## config.mk

```make
export PLATFORM = sky130hd
export DESIGN_NAME = bcc_top
export DESIGN_NICKNAME = d
export VERILOG_FILES = /design/src/shared/bcc_pkg.sv /design/src/shared/bcc_mul_if.sv /design/src/hdl/bcc_mult.sv /design/src/hdl/bcc_top.sv
export SDC_FILE = /design/constraint.sdc
export NUM_CORES = 1
export LEC_CHECK = 0
export BUFFER_PORTS_ARGS = -buffer_cell sky130_fd_sc_hd__buf_2
export CORE_ASPECT_RATIO = 0.5
export CORE_MARGIN = 3
export CORE_UTILIZATION = 55
export CTS_CLUSTER_DIAMETER = 100
export DETAILED_ROUTE_END_ITERATION = 8
export MAX_ROUTING_LAYER = met4
export PLACE_DENSITY = 0.83
export SETUP_SLACK_MARGIN = 0.5
export SLEW_MARGIN = 20
export SYNTH_ARGS = -nofsm -noshare
export SYNTH_HDL_FRONTEND = slang
export SYNTH_SLANG_ARGS = --single-unit
export TNS_END_PERCENT = 5
```

## constraint.sdc

```tcl
create_clock -name CLK -period 7.7 [get_ports CLK]
set_input_delay 1.54 -clock CLK [delete_from_list [all_inputs] [get_ports CLK]]
set_output_delay 1.54 -clock CLK [all_outputs]
set_load 0.02 [all_outputs]
```

## src/shared/bcc_pkg.sv

```systemverilog
// Constants, register map and types of the commutation output block
//
// Behaviour
// - Enable clear gives reset level; direct access follows phase state.
// - Delay is weight times selected zero-cross time, divided by 256.
// - Preload bits apply at commutation, or on direct-mode phase write; the overcurrent bit applies at once.
// - Edge select 0 detects falling zero crossings, 1 detects rising ones.
// - Hardware demagnetization events pass only while their mask is one.
// - Simulated demagnetization events pass only while their mask is one.
// - Voltage-mode overcurrent bit turns overcurrent protection on or off.
// - Limit without trip turns PWM off; interrupt only when mask is set.
// - Flag, mask and overcurrent bit set: enable drops, interrupt raised.
// - Three-PWM outputs keep overcurrent handling only in voltage mode.
// - Sensorless: top, middle, low step bit set puts PWM on low channels.
// - Direct-mode phase write commutates; PWM side follows low step bit.
package bcc_pkg;
   // Register byte offsets
   localparam logic [5:0] OFS_CTRL   = 6'h00;
   localparam logic [5:0] OFS_OUTCTL = 6'h04;
   localparam logic [5:0] OFS_OUTACT = 6'h08;
   localparam logic [5:0] OFS_PHASE  = 6'h0C;
   localparam logic [5:0] OFS_POL    = 6'h10;
   localparam logic [5:0] OFS_WGHT   = 6'h14;
   localparam logic [5:0] OFS_ZLAT   = 6'h18;
   localparam logic [5:0] OFS_ZPRV   = 6'h1C;
   localparam logic [5:0] OFS_DELAY  = 6'h20;
   localparam logic [5:0] OFS_STAT   = 6'h24;
   localparam logic [5:0] OFS_MASK   = 6'h28;
   // Control register fields
   localparam int CT_CAPSEL = 0;
   localparam int CT_MOE    = 1;
   localparam int CT_DIRECT = 2;
   localparam int CT_VCS    = 3;
   localparam int CT_SENSOR = 4;
   localparam int CT_3PWM   = 5;
   localparam int CT_CURRENT_LIMIT_IRQ_MASK   = 6;
   // Output control byte fields
   localparam int OC_OS0  = 0;
   localparam int OC_OS1  = 1;
   localparam int OC_OS2  = 2;
   localparam int OC_OCV  = 3;
   localparam int OC_SDM  = 4;
   localparam int OC_HDM  = 5;
   localparam int OC_EDGE = 6;
   // Status and mask fields
   localparam int ST_COMM  = 0;
   localparam int ST_DEMAG = 1;
   localparam int ST_ZERO  = 2;
   localparam int ST_CURRENT_LIMIT_IRQ_MASK  = 3;
   // Widths, reset values, multiplier scaling
   localparam int NPH = 6;
   localparam int ZW  = 16;
   localparam int WW  = 8;
   localparam int DIV_SHIFT = 8;
   localparam logic [6:0] OUTCTL_RST = 7'h00;
   localparam logic [6:0] CTRL_RST   = 7'h00;
   // Commutation step, Gray coded along C, D, Z
   typedef enum logic [1:0] {
      STEP_CD = 2'b00,
      STEP_DZ = 2'b01,
      STEP_ZC = 2'b11
   } bcc_step_t;
endpackage : bcc_pkg

```

## src/shared/bcc_mul_if.sv

```systemverilog
// Carrier between the control logic and the delay multiplier
`timescale 1ns/100ps
interface bcc_mul_if;
   import bcc_pkg::*;
   logic [WW-1:0] weight;
   logic [ZW-1:0] ztime;
   logic [ZW-1:0] result;
   modport src (output weight, output ztime, input result);
   modport mul (input weight, input ztime, output result);
endinterface : bcc_mul_if

```

## src/hdl/bcc_mult.sv

```systemverilog
// Commutation delay multiplier, registered result
`timescale 1ns/100ps
module bcc_mult
   import bcc_pkg::*;
(
   input wire logic clk,
   input wire logic rst_n,
   bcc_mul_if.mul   mif
);
   logic [WW+ZW-1:0] prod;
   logic [ZW-1:0]    res_ff;

   // Full product, scaled down by 256 through the bit select
   assign prod = {{ZW{1'b0}}, mif.weight} * {{WW{1'b0}}, mif.ztime};
   assign mif.result = res_ff;

   always_ff @(posedge clk or negedge rst_n) begin
      if (!rst_n) begin
         res_ff <= '0;
      end else begin
         res_ff <= prod[WW+ZW-1:DIV_SHIFT];
      end
   end
endmodule : bcc_mult

```

## src/hdl/bcc_top.sv

```systemverilog
// Commutation output configuration block with Avalon-MM registers
`timescale 1ns/100ps
module bcc_top
   import bcc_pkg::*;
(
   input  wire logic           CLK,
   input  wire logic           RST_N,
   input  wire logic [5:0]     ADDRESS,
   input  wire logic           READ,
   input  wire logic           WRITE,
   input  wire logic [3:0]     BYTEENABLE,
   input  wire logic [31:0]    WRITEDATA,
   output logic      [31:0]    READDATA,
   output logic                WAITREQUEST,
   input  wire logic           COMM_IN,
   input  wire logic           HW_DEMAG_IN,
   input  wire logic           SIM_DEMAG_IN,
   input  wire logic           CMP_IN,
   input  wire logic [ZW-1:0]  ZC_TIMER,
   input  wire logic           CUR_LIM,
   input  wire logic           PWM_IN,
   input  wire logic           OPT_RST_LVL,
   output logic      [NPH-1:0] PHASE_OUT,
   output logic                PWM_OFF,
   output logic                COMM_EVT,
   output logic                DEMAG_EVT,
   output logic                ZERO_EVT,
   output logic                IRQ
);
   ////////////////////////////////////////////////////////////////////////
   logic [6:0]     ctrl_ff;
   logic [6:0]     oc_pre_ff;
   logic [6:0]     oc_act_ff;
   logic [NPH-1:0] ph_pre_ff;
   logic [NPH-1:0] ph_act_ff;
   logic [NPH-1:0] pol_ff;
   logic [WW-1:0]  wght_ff;
   logic [ZW-1:0]  zlat_ff;
   logic [ZW-1:0]  zprv_ff;
   logic [3:0]     stat_ff;
   logic [3:0]     mask_ff;
   logic           cmp_ff;
   logic           wait_ff;
   logic [31:0]    rdata_ff;
   bcc_step_t      step_ff;
   bcc_step_t      nxt_step;
   logic           wr_acc;
   logic           rd_acc;
   logic           ph_wr;
   logic           direct;
   logic           c_evt;
   logic           d_evt;
   logic           z_evt;
   logic           oc_en;
   logic           oc_trip;
   logic           pwm_kill;
   logic           low_sel;
   logic [NPH-1:0] nxt_out;
   logic [3:0]     ev_vec;
   bcc_mul_if      mif ();

   ////////////////////////////////////////////////////////////////////////
   // Bus slave: every access waits one cycle, then completes
   assign wr_acc = WRITE && !wait_ff && BYTEENABLE[0];
   assign rd_acc = READ && wait_ff;
   assign ph_wr  = wr_acc && (ADDRESS == OFS_PHASE);

   always_ff @(posedge CLK or negedge RST_N) begin
      if (!RST_N) begin
         wait_ff <= 1'b1;
      end else begin
         wait_ff <= !((READ || WRITE) && wait_ff);
      end
   end

   // Read data is latched in the first cycle so it stands at the release
   always_ff @(posedge CLK or negedge RST_N) begin
      if (!RST_N) begin
         rdata_ff <= '0;
      end else if (rd_acc) begin
         unique case (ADDRESS)
            OFS_CTRL:   rdata_ff <= {25'h0, ctrl_ff};
            OFS_OUTCTL: rdata_ff <= {25'h0, oc_pre_ff};
            OFS_OUTACT: rdata_ff <= {25'h0, oc_act_ff};
            OFS_PHASE:  rdata_ff <= {26'h0, ph_act_ff};
            OFS_POL:    rdata_ff <= {26'h0, pol_ff};
            OFS_WGHT:   rdata_ff <= {24'h000000, wght_ff};
            OFS_ZLAT:   rdata_ff <= {16'h0000, zlat_ff};
            OFS_ZPRV:   rdata_ff <= {16'h0000, zprv_ff};
            OFS_DELAY:  rdata_ff <= {16'h0000, mif.result};
            OFS_STAT:   rdata_ff <= {28'h0000000, stat_ff};
            OFS_MASK:   rdata_ff <= {28'h0000000, mask_ff};
            default:    rdata_ff <= '0; // Unmapped reads as zero
         endcase
      end
   end

   ////////////////////////////////////////////////////////////////////////
   // Control register; a trip drops the enable and beats a software set
   always_ff @(posedge CLK or negedge RST_N) begin
      if (!RST_N) begin
         ctrl_ff <= CTRL_RST;
      end else begin
         if (wr_acc && ADDRESS == OFS_CTRL) begin
            ctrl_ff <= WRITEDATA[6:0];
         end
         if (oc_trip) begin
            ctrl_ff[CT_MOE] <= 1'b0;
         end
      end
   end

   // Output control byte; top bit is reserved and never stored
   always_ff @(posedge CLK or negedge RST_N) begin
      if (!RST_N) begin
         oc_pre_ff <= OUTCTL_RST;
      end else if (wr_acc && ADDRESS == OFS_OUTCTL) begin
         oc_pre_ff <= WRITEDATA[6:0];
      end
   end

   // Plain registers: phase preload, polarity, weight
   always_ff @(posedge CLK or negedge RST_N) begin
      if (!RST_N) begin
         ph_pre_ff <= '0;
         pol_ff    <= '0;
         wght_ff   <= '0;
      end else if (wr_acc) begin
         if (ADDRESS == OFS_PHASE) ph_pre_ff <= WRITEDATA[NPH-1:0];
         if (ADDRESS == OFS_POL)   pol_ff    <= WRITEDATA[NPH-1:0];
         if (ADDRESS == OFS_WGHT)  wght_ff   <= WRITEDATA[WW-1:0];
      end
   end

   ////////////////////////////////////////////////////////////////////////
   // Commutation source: timer event, or a phase write in direct mode
   assign direct = ctrl_ff[CT_DIRECT];
   assign c_evt  = direct ? ph_wr : COMM_IN;

   // Preload transfer; direct mode takes the fresh phase value at once
   always_ff @(posedge CLK or negedge RST_N) begin
      if (!RST_N) begin
         oc_act_ff <= OUTCTL_RST;
         ph_act_ff <= '0;
      end else if (c_evt) begin
         oc_act_ff <= oc_pre_ff;
         ph_act_ff <= direct ? WRITEDATA[NPH-1:0] : ph_pre_ff;
      end
   end

   ////////////////////////////////////////////////////////////////////////
   // Event qualification by the active masks and edge choice
   assign d_evt = (HW_DEMAG_IN && oc_act_ff[OC_HDM])
               || (SIM_DEMAG_IN && oc_act_ff[OC_SDM]);
   assign z_evt = oc_act_ff[OC_EDGE] ? (CMP_IN && !cmp_ff)
                                     : (!CMP_IN && cmp_ff);

   // Zero-crossing capture keeps the previous time as well
   always_ff @(posedge CLK or negedge RST_N) begin
      if (!RST_N) begin
         cmp_ff  <= 1'b0;
         zlat_ff <= '0;
         zprv_ff <= '0;
      end else begin
         cmp_ff <= CMP_IN;
         if (z_evt) begin
            zprv_ff <= zlat_ff;
            zlat_ff <= ZC_TIMER;
         end
      end
   end

   // Delay multiplier fed with the capture the select bit picks
   assign mif.weight = wght_ff;
   assign mif.ztime  = ctrl_ff[CT_CAPSEL] ? zlat_ff : zprv_ff;

   bcc_mult u_mult (
      .clk   (CLK),
      .rst_n (RST_N),
      .mif   (mif)
   );

   ////////////////////////////////////////////////////////////////////////
   // Step tracking; sensor mode has no demagnetization step
   always_comb begin
      nxt_step = step_ff;
      if (c_evt) begin
         nxt_step = STEP_CD;
      end else begin
         unique case (step_ff)
            STEP_CD: begin
               if (ctrl_ff[CT_SENSOR] && z_evt) nxt_step = STEP_ZC;
               else if (!ctrl_ff[CT_SENSOR] && d_evt) nxt_step = STEP_DZ;
            end
            STEP_DZ: begin
               if (z_evt) nxt_step = STEP_ZC;
            end
            STEP_ZC: nxt_step = STEP_ZC;
            default: nxt_step = STEP_CD;
         endcase
      end
   end

   always_ff @(posedge CLK or negedge RST_N) begin
      if (!RST_N) begin
         step_ff <= STEP_CD;
      end else begin
         step_ff <= nxt_step;
      end
   end

   ////////////////////////////////////////////////////////////////////////
   // Overcurrent: three-PWM outputs need voltage mode for the trip
   assign oc_en = oc_pre_ff[OC_OCV]
               && !(ctrl_ff[CT_3PWM] && ctrl_ff[CT_VCS]);
   assign oc_trip  = CUR_LIM && ctrl_ff[CT_CURRENT_LIMIT_IRQ_MASK] && oc_en;
   assign pwm_kill = CUR_LIM && !oc_trip;

   // Which channel side carries PWM in the present step
   always_comb begin
      low_sel = oc_act_ff[OC_OS0];
      if (!direct) begin
         unique case (step_ff)
            STEP_CD: low_sel = oc_act_ff[OC_OS2];
            STEP_DZ: low_sel = oc_act_ff[OC_OS1];
            STEP_ZC: low_sel = oc_act_ff[OC_OS0];
            default: low_sel = oc_act_ff[OC_OS0];
         endcase
      end
   end

   // Even outputs are high channels, odd ones low channels
   always_comb begin
      nxt_out = '0;
      for (int i = 0; i < NPH; i++) begin
         if (!ctrl_ff[CT_MOE]) begin
            nxt_out[i] = OPT_RST_LVL;
         end else begin
            nxt_out[i] = (ph_act_ff[i] && ((i % 2 == 1) != low_sel
                          || (PWM_IN && !pwm_kill))) ^ pol_ff[i];
         end
      end
   end

   always_ff @(posedge CLK or negedge RST_N) begin
      if (!RST_N) begin
         PHASE_OUT <= '0;
         PWM_OFF   <= 1'b0;
         COMM_EVT  <= 1'b0;
         DEMAG_EVT <= 1'b0;
         ZERO_EVT  <= 1'b0;
      end else begin
         PHASE_OUT <= nxt_out;
         PWM_OFF   <= pwm_kill;
         COMM_EVT  <= c_evt;
         DEMAG_EVT <= d_evt;
         ZERO_EVT  <= z_evt;
      end
   end

   ////////////////////////////////////////////////////////////////////////
   // Sticky status; a new event wins over a write-one clear
   assign ev_vec = {CUR_LIM && ctrl_ff[CT_CURRENT_LIMIT_IRQ_MASK], z_evt, d_evt, c_evt};

   always_ff @(posedge CLK or negedge RST_N) begin
      if (!RST_N) begin
         stat_ff <= '0;
         mask_ff <= '0;
      end else begin
         if (wr_acc && ADDRESS == OFS_MASK) mask_ff <= WRITEDATA[3:0];
         if (wr_acc && ADDRESS == OFS_STAT) begin
            stat_ff <= (stat_ff & ~WRITEDATA[3:0]) | ev_vec;
         end else begin
            stat_ff <= stat_ff | ev_vec;
         end
      end
   end

   always_ff @(posedge CLK or negedge RST_N) begin
      if (!RST_N) begin
         IRQ <= 1'b0;
      end else begin
         IRQ <= |(stat_ff & mask_ff);
      end
   end

   assign READDATA    = rdata_ff;
   assign WAITREQUEST = wait_ff;

   ////////////////////////////////////////////////////////////////////////
   // Checks
   chk_disable_level: assert property (@(posedge CLK) disable iff (!RST_N)
      !ctrl_ff[CT_MOE] |=> PHASE_OUT == {NPH{$past(OPT_RST_LVL)}})
      else $error("phase outputs not at reset level while disabled");
   chk_delay_value: assert property (@(posedge CLK) disable iff (!RST_N)
      ##1 mif.result == 16'(({8'h00, $past(wght_ff)} * ({8'h00,
      $past(ctrl_ff[CT_CAPSEL]) ? $past(zlat_ff) : $past(zprv_ff)}))
      >> 8))
      else $error("commutation delay mismatch");
   chk_preload_hold: assert property (@(posedge CLK) disable iff (!RST_N)
      !c_evt |=> $stable(oc_act_ff))
      else $error("active control changed without commutation");
   chk_preload_take: assert property (@(posedge CLK) disable iff (!RST_N)
      c_evt |=> oc_act_ff == $past(oc_pre_ff))
      else $error("preload not taken at commutation");
   chk_zero_edge: assert property (@(posedge CLK) disable iff (!RST_N)
      ($rose(CMP_IN) && oc_act_ff[OC_EDGE]) |=> ZERO_EVT)
      else $error("rising zero crossing missed");
   chk_hw_demag: assert property (@(posedge CLK) disable iff (!RST_N)
      (!oc_act_ff[OC_HDM] && !oc_act_ff[OC_SDM]) |=> !DEMAG_EVT)
      else $error("demagnetization event while masked");
   chk_sim_demag: assert property (@(posedge CLK) disable iff (!RST_N)
      (SIM_DEMAG_IN && oc_act_ff[OC_SDM]) |=> DEMAG_EVT)
      else $error("simulated demagnetization event lost");
   chk_trip_drop: assert property (@(posedge CLK) disable iff (!RST_N)
      oc_trip |=> !ctrl_ff[CT_MOE] ##1
      PHASE_OUT == {NPH{$past(OPT_RST_LVL)}})
      else $error("overcurrent trip did not disable outputs");
   chk_limit_pwm: assert property (@(posedge CLK) disable iff (!RST_N)
      (CUR_LIM && !ctrl_ff[CT_CURRENT_LIMIT_IRQ_MASK]) |=> PWM_OFF && !stat_ff[ST_CURRENT_LIMIT_IRQ_MASK]
      || $past(stat_ff[ST_CURRENT_LIMIT_IRQ_MASK]))
      else $error("current limit handling wrong with mask clear");
   chk_three_pwm: assert property (@(posedge CLK) disable iff (!RST_N)
      (CUR_LIM && ctrl_ff[CT_3PWM] && ctrl_ff[CT_VCS]) |=> PWM_OFF)
      else $error("trip in current mode with three outputs");
   chk_direct_comm: assert property (@(posedge CLK) disable iff (!RST_N)
      (direct && ph_wr) |=> COMM_EVT && step_ff == STEP_CD)
      else $error("direct phase write gave no commutation");
endmodule : bcc_top

```

==> reports/metrics.yaml, run 1 <==
crit_path_frequent_cell: "sky130_fd_sc_hd__fa_1"
multi_input_area_um2: 6110
crit_required_ps: 7980
timing.critical_path.max_delay_family: "adder cells"
post_drt_wl_per_cell_um: 19.5
fraction_of_final_layout_cells_sized_beyond_drive_strength_1_pct: 21.3
sum_neg_setup_slack_ps: 0
rrSetupSlack_ps: 1670
detail_route.vias_per_cell: 5.89
syn-cell-area_um2: 10000
finish.net_count: 1177
post-dp-hpwl_um: 17200
clock_skew_ps: 9.52
setup_repair_after_global_routing_missed_its_margin: "no"
yosysUniqueCellTypes: 65
finalWorstPathRequiredPeriod_ps: 6030
timing_worst_setup_path_type: "reg2reg"
r2r-end: "u_mult.mif.result[10]"
arrival_ps: 6320
setup_viol: 0
finalHoldViolCount: 0
area_delta_synth_final_pct: 11.0
total_leakage_power_nw: 5.44
timing.critical_path.from_type: "flop"
yosys_warn_count: 0
post-route-drc-count: 0
cts_max_level: 4
pin_count_of_the_biggest_net_entering_global_routing: 75
post_cts.repair.setup_buffers: 0
drt-total-wl_um: 24000
r2r-start: "ctrl_ff[0]"
cts_inserted_buffers: 17
ys_dominant_reg_cell: "sky130_fd_sc_hd__dfrtp_1"
timing.critical_path.buf_inv: 2
synthArstFlopShare_pct: 100
synth_seq_area_share_pct: 33.5
ios: 113
clock_insertion_delay_worst_skew_ps: 420
postCtsHoldBufs: 0
grt_remaining_overflow: 0
die_width_um: 197
cp_max_delay_cell: "sky130_fd_sc_hd__mux2i_1"
timing.critical_path.fanout_max: 18
worst_setup_path_endpoint: "u_mult.mif.result[10]"
detail_route.first_pass.iterations: 7
power.density_nw_per_um2: 193
worstMarginPinSlew_ps: 1020
fin_total_pwr_w: 0.00215
most-common-layout-cells: "132 x sky130_fd_sc_hd__dfrtp_1, 100 x sky130_fd_sc_hd__inv_1, 94 x sky130_fd_sc_hd__nor2b_1"
clk_transition_reported_paths_ps: 60
avgSynthCellArea_um2: 10.8
finalWeightedCongestion: 0.979
cts.repair.resized: 0
worst_hold_path_type: "reg2reg"
chipHeight_um: 101
layout.cells.most_common: "sky130_fd_sc_hd__dfrtp_1"
floorplan.initialDensity_pct: 56.9
cts_tree: "yes"
global_route_wire_length_before_repair_um: 39600
rows: 34
worstRegToRegCells: 15
numClockSinks: 134
ir_worst_vdd_v: 0.000167
cp_slowest_stage_delay_ps: 870
fmax_mhz: 166
period_utilisation_layout_pct: 78.3
synth_enable_flop_cells: 0
timing.slew.headroom_pct: 30.1
critPathLaunch: "ctrl_ff[0]"
antennaDiodeCount: 0
vias: 7247
maximum_number_of_buffers_from_clock_root_to_sink: 2
n_fill_cell: 1331
detail_route.iter0.violations: 618
timing_max_transition_violations_final: 0
core_area_um2: 17600
design.die.area_um2: 20000
crit_path_end_kind: "flop"
drv_cap: 0
cell_count_after_synthesis: 928
status: "completed"
seq_area_um2: 3360
ant_nets: 0
grt_usage_pct: 26.0
cp_cell_sequence: "mux2i_1, nor2b_1, fa_1, fa_1, fa_1, inv_1, fa_1, inv_1, ha_1, a21o_1, a2111oi_0, nor3_1, a211oi_2, or2_1, o311ai_2"
ys_seq_elements: 134
grt_pass1_vias: 7710
initial_antenna_violation_count: 0
timing.critical_path.depth: 15
portBuffers: 69
root_buffer: "sky130_fd_sc_hd__clkbuf_16"
-- where the power goes --
part	switching [W]	internal [W]
sequential	0.0000734	0.000780
combinational	0.000273	0.000183
clock	0.000339	0.000502
total	0.000685	0.00147
-- how the worst min path moves through the flow --
stage,from,end,depth (start not counted)
2_1_floorplan,oc_act_ff[3],oc_act_ff[3],1
3_3_place_gp,WAITREQUEST,WAITREQUEST,1
3_5_place_dp,READDATA[3],READDATA[3],1
4_1_cts,READDATA[1],READDATA[1],1
5_1_grt,READDATA[1],READDATA[1],1
6_report,READDATA[1],READDATA[1],1
-- sequential cells by signal, indices dropped and copies added, names as in the netlist, 7 cells and up --
register,flops
READDATA,16
ctrl_ff,7
mif.weight,8
oc_act_ff,7
oc_pre_ff,7
u_mult.mif.result,16
zlat_ff,16
zprv_ff,16
-- logic make-up (layout without fill, tap and decap cells) --
logic type / Yosys count / after routing / synth area share [%]
simple gates: 248 / 248 / 13.6
compound gates: 123 / 123 / 8.11
flops: 134 / 134 / 33.5
fa+ha+maj: 124 / 124 / 21.7
buf+inv: 153 / 207 / 6.52
xor+xnor: 21 / 21 / 1.83
other cells: 1 / 16 / 0.0374
mux: 124 / 124 / 14.7
-- area by class of cell --
class / instances / share of cell area [%]
timing repair buffer: 75 / 3.56
tap: 234 / 2.63
clock buffer: 21 / 4.14
sequential: 134 / 30.2
multi-input combinational: 656 / 54.9
clock inverter: 11 / 1.25
inverter: 100 / 3.37
-- cells in the mapped netlist (11+ instances only) --
| cell | number | area [um2] |
|---|---|---|
| sky130_fd_sc_hd__a21o_1 | 11 | 82.6 |
| sky130_fd_sc_hd__a21oi_1 | 24 | 120 |
| sky130_fd_sc_hd__a22oi_1 | 15 | 113 |
| sky130_fd_sc_hd__and2_1 | 14 | 87.6 |
| sky130_fd_sc_hd__buf_4 | 16 | 120 |
| sky130_fd_sc_hd__clkbuf_1 | 27 | 101 |
| sky130_fd_sc_hd__dfrtp_1 | 133 | 3330 |
| sky130_fd_sc_hd__fa_1 | 83 | 1660 |
| sky130_fd_sc_hd__ha_1 | 41 | 513 |
| sky130_fd_sc_hd__inv_1 | 100 | 375 |
| sky130_fd_sc_hd__mux2_2 | 81 | 912 |
| sky130_fd_sc_hd__mux2i_1 | 24 | 240 |
| sky130_fd_sc_hd__nand2_1 | 64 | 240 |
| sky130_fd_sc_hd__nand2b_1 | 14 | 87.6 |
| sky130_fd_sc_hd__nand3_1 | 11 | 55.1 |
| sky130_fd_sc_hd__nor2_1 | 19 | 71.3 |
| sky130_fd_sc_hd__nor2b_1 | 94 | 588 |
| sky130_fd_sc_hd__o21ai_0 | 16 | 80.1 |
| sky130_fd_sc_hd__o21ai_1 | 19 | 95.1 |
| sky130_fd_sc_hd__xor2_1 | 11 | 96.3 |
-- metal layers --
metal / vias to the layer above / share of wire, % / GRT usage [%]
li1: 3195 / - / -
met1: 3692 / 40 / 32.0
met2: 294 / 50 / 43.1
met3: 66 / 6.4 / 4.69
met4: 0 / 3.6 / 11.1
met5: - / 0 / -
-- through the flow --
stage                     instance area [um2]  instances  worst slack, ps  utilization [%]  hold slack, ps
after floorplan                         10100        943             2390                -             465
after global placement                  10500       1199             1610             59.7             456
after detailed placement                10500       1199             1420             59.7             460
after CTS                               11100       1231             1370             63.1             479
after global routing                    11100       1231             1370             63.2             493
final                                   11100       1231             1670             63.2             472
Power figures use the tool's default switching activity.
==> inputs of run 2 (changes only) <==
ABC_AREA = 1   (was unset)
clock period = 5.76 ns   (was 7.7 ns; I/O delays follow)
==> run 2 against run 1 <==
Effect of this change:
- maximum frequency up 19%
- critical endpoint is now u_mult.mif.result[12]
- sequential power up 32%
- first-iteration DRC count rose by 35%
==> reports/metrics.yaml, run 2 <==
detail_route.iter0.violations: 837
fmax_mhz: 198
ir_worst_vdd_v: 0.000253
setup_repair_after_global_routing_missed_its_margin: "no"
finish.net_count: 1474
worstRegToRegCells: 16
post-dp-hpwl_um: 19900
antennaDiodeCount: 0
finalWorstPathRequiredPeriod_ps: 5060
cell_count_after_synthesis: 1212
numClockSinks: 134
sum_neg_setup_slack_ps: 0
initial_antenna_violation_count: 0
min-delay-start: "READDATA[4]"
timing.critical_path.max_delay_family: "adder cells"
timing.critical_path.fanout_max: 18
synthArstFlopShare_pct: 100
post_drt_wl_per_cell_um: 17.8
crit_path_frequent_cell: "sky130_fd_sc_hd__fa_1"
crit_path_end_kind: "flop"
timing.critical_path.depth: 16
finalWeightedCongestion: 0.927
power.density_nw_per_um2: 286
floorplan.initialDensity_pct: 58.1
setup_viol: 0
period_utilisation_layout_pct: 87.9
synth_enable_flop_cells: 0
syn-cell-area_um2: 9850
cp_max_delay_cell: "sky130_fd_sc_hd__dfrtp_4"
cts_tree: "yes"
ant_nets: 0
top_area_cell_type_share_of_the_netlist_area_pct: 33.8
most-common-layout-cells: "227 x sky130_fd_sc_hd__nand2_1, 199 x sky130_fd_sc_hd__inv_1, 166 x sky130_fd_sc_hd__nor2_1"
cts_max_level: 4
detail_route.first_pass.iterations: 5
ys_dominant_reg_cell: "sky130_fd_sc_hd__dfrtp_1"
n_fill_cell: 1335
post-route-drc-count: 0
chipHeight_um: 101
grt_usage_pct: 29.0
cp_slowest_stage_delay_ps: 600
fin_total_pwr_w: 0.00315
layout.cells.most_common: "sky130_fd_sc_hd__nand2_1"
cts_inserted_buffers: 17
clock_skew_ps: 10.6
crit_required_ps: 6080
timing_max_transition_violations_final: 0
finalHoldViolCount: 0
clk_transition_reported_paths_ps: 70
most_frequent_cells_after_synthesis: "228 x sky130_fd_sc_hd__nand2_1, 199 x sky130_fd_sc_hd__inv_1, 166 x sky130_fd_sc_hd__nor2_1, 133 x sky130_fd_sc_hd__dfrtp_1, 93 x sky130_fd_sc_hd__o21ai_0"
yosys_warn_count: 0
core_area_um2: 17000
pin_count_of_the_biggest_net_entering_global_routing: 80
worstMarginPinSlew_ps: 811
synth_seq_area_share_pct: 34.0
cp_cell_sequence: "buf_4, o21ai_0, buf_4, nor2_1, fa_1, fa_1, fa_1, inv_1, fa_1, inv_1, ha_1, nand2_1, nor4_2, nand4_1, nand3_1, xor2_1"
design.die.area_um2: 19700
arrival_ps: 5390
drv_cap: 0
synth_area_leaders: "sky130_fd_sc_hd__dfrtp_1 34%, sky130_fd_sc_hd__fa_1 17%, sky130_fd_sc_hd__nand2_1 8.7%"
avgSynthCellArea_um2: 8.13
global_route_wire_length_before_repair_um: 43600
post_cts.repair.setup_buffers: 0
vias: 8633
rrSetupSlack_ps: 700
grt_remaining_overflow: 0
r2r-start: "ctrl_ff[0]"
timing_worst_setup_path_type: "reg2reg"
timing.critical_path.from_type: "flop"
rows: 33
portBuffers: 69
clock_insertion_delay_worst_skew_ps: 420
worst_hold_path_type: "reg2reg"
yosysUniqueCellTypes: 43
drt-total-wl_um: 27000
maximum_number_of_buffers_from_clock_root_to_sink: 2
ys_seq_elements: 134
hold_path_end: "READDATA[4]"
ios: 113
timing.critical_path.buf_inv: 4
synth.largest_area_cell: "sky130_fd_sc_hd__dfrtp_1"
total_leakage_power_nw: 5.65
fraction_of_final_layout_cells_sized_beyond_drive_strength_1_pct: 12.3
area_delta_synth_final_pct: 11.8
r2r-end: "u_mult.mif.result[12]"
die_width_um: 195
detail_route.vias_per_cell: 5.68
postCtsHoldBufs: 0
root_buffer: "sky130_fd_sc_hd__clkbuf_16"
worstHoldPathCells: 2
status: "completed"
timing.slew.headroom_pct: 45.8
most_used_standard_cell_by_instance_count_after_synthesis: "sky130_fd_sc_hd__nand2_1"
grt_pass1_vias: 8695
[run 2: cell count changes after synthesis, moves of 24 or more]
cell,delta
sky130_fd_sc_hd__a21oi_1,+32
sky130_fd_sc_hd__inv_1,+99
sky130_fd_sc_hd__mux2_2,-81
sky130_fd_sc_hd__mux2i_1,-24
sky130_fd_sc_hd__nand2_1,+164
sky130_fd_sc_hd__nor2_1,+147
sky130_fd_sc_hd__nor2b_1,-94
sky130_fd_sc_hd__o21ai_0,+77
[run 2: area by class of cell]
cell class | instances | area (um2) | area share (%)
timing repair buffer | 83 | 457 | 4.15
multi-input combinational | 841 | 5550 | 50.3
inverter | 204 | 766 | 6.95
tap | 227 | 284 | 2.58
clock buffer | 17 | 425 | 3.86
sequential | 134 | 3360 | 30.5
clock inverter | 15 | 179 | 1.62
[run 2: worst reg2reg max path, stage by stage, from the launching register on]
cell and delay, ps:
sky130_fd_sc_hd__dfrtp_4 600, sky130_fd_sc_hd__buf_4 200, sky130_fd_sc_hd__o21ai_0 210, sky130_fd_sc_hd__buf_4 210, sky130_fd_sc_hd__nor2_1 80, sky130_fd_sc_hd__fa_1 560
sky130_fd_sc_hd__fa_1 530, sky130_fd_sc_hd__fa_1 540, sky130_fd_sc_hd__inv_1 60, sky130_fd_sc_hd__fa_1 480, sky130_fd_sc_hd__inv_1 50, sky130_fd_sc_hd__ha_1 340
sky130_fd_sc_hd__nand2_1 130, sky130_fd_sc_hd__nor4_2 410, sky130_fd_sc_hd__nand4_1 180, sky130_fd_sc_hd__nand3_1 160, sky130_fd_sc_hd__xor2_1 240
[run 2: worst max-delay path by stage]
| stage | startpoint | endpoint |
|---|---|---|
| 3_3_place_gp | ctrl_ff[0] | u_mult.mif.result[12] |
| 2_1_floorplan | ctrl_ff[0] | u_mult.mif.result[14] |
| 4_1_cts | ctrl_ff[0] | u_mult.mif.result[12] |
| 5_1_grt | ctrl_ff[0] | u_mult.mif.result[13] |
| 6_report | ctrl_ff[0] | u_mult.mif.result[12] |
| 3_5_place_dp | ctrl_ff[0] | u_mult.mif.result[12] |
[run 2: kinds of logic (layout without fill, tap and decap cells)]
family          after synthesis  count (layout)  share of synthesized area [%]
compound gates              227             227                           13.1
other cells                   1              16                         0.0381
buf+inv                     252             319                           10.5
simple gates                460             460                           19.0
fa+ha+maj                   124             124                           22.1
flops                       134             134                           34.0
xor+xnor                     14              14                           1.24
[run 2: report_power, final]
group	internal (W)	switching, W
clock	0.000682	0.000433
combinational	0.000289	0.000614
sequential	0.00106	0.0000724
total	0.00203	0.00112
[run 2: timing repair]
item / in CTS / in global routing
setup endpoints to repair: 1 / 2
gates resized for setup: 2 / 5
pin swaps: 0 / 0
[run 2: per-stage QoR]
step                setup slack (ps)  hold WS [ps]  cell area (um2)  instances  util [%]
finish                           698           480            11000       1521      64.9
detailed placement               451           466            10400       1489      61.2
CTS                              676           483            11000       1521      64.8
global route                     499           502            11000       1521      64.9
global placement                 521           460            10400       1489      61.2
floorplan                       1300           453             9910       1227         -
[run 2: routing by layer]
layer | part of all wire (%) | wire length (um) | track usage, %
met3 | 11 | 2970 | 9.88
met2 | 47 | 12600 | 46.3
met4 | 3.3 | 888 | 9.52
met1 | 39 | 10500 | 35.1
met5 | 0 | 0 | -
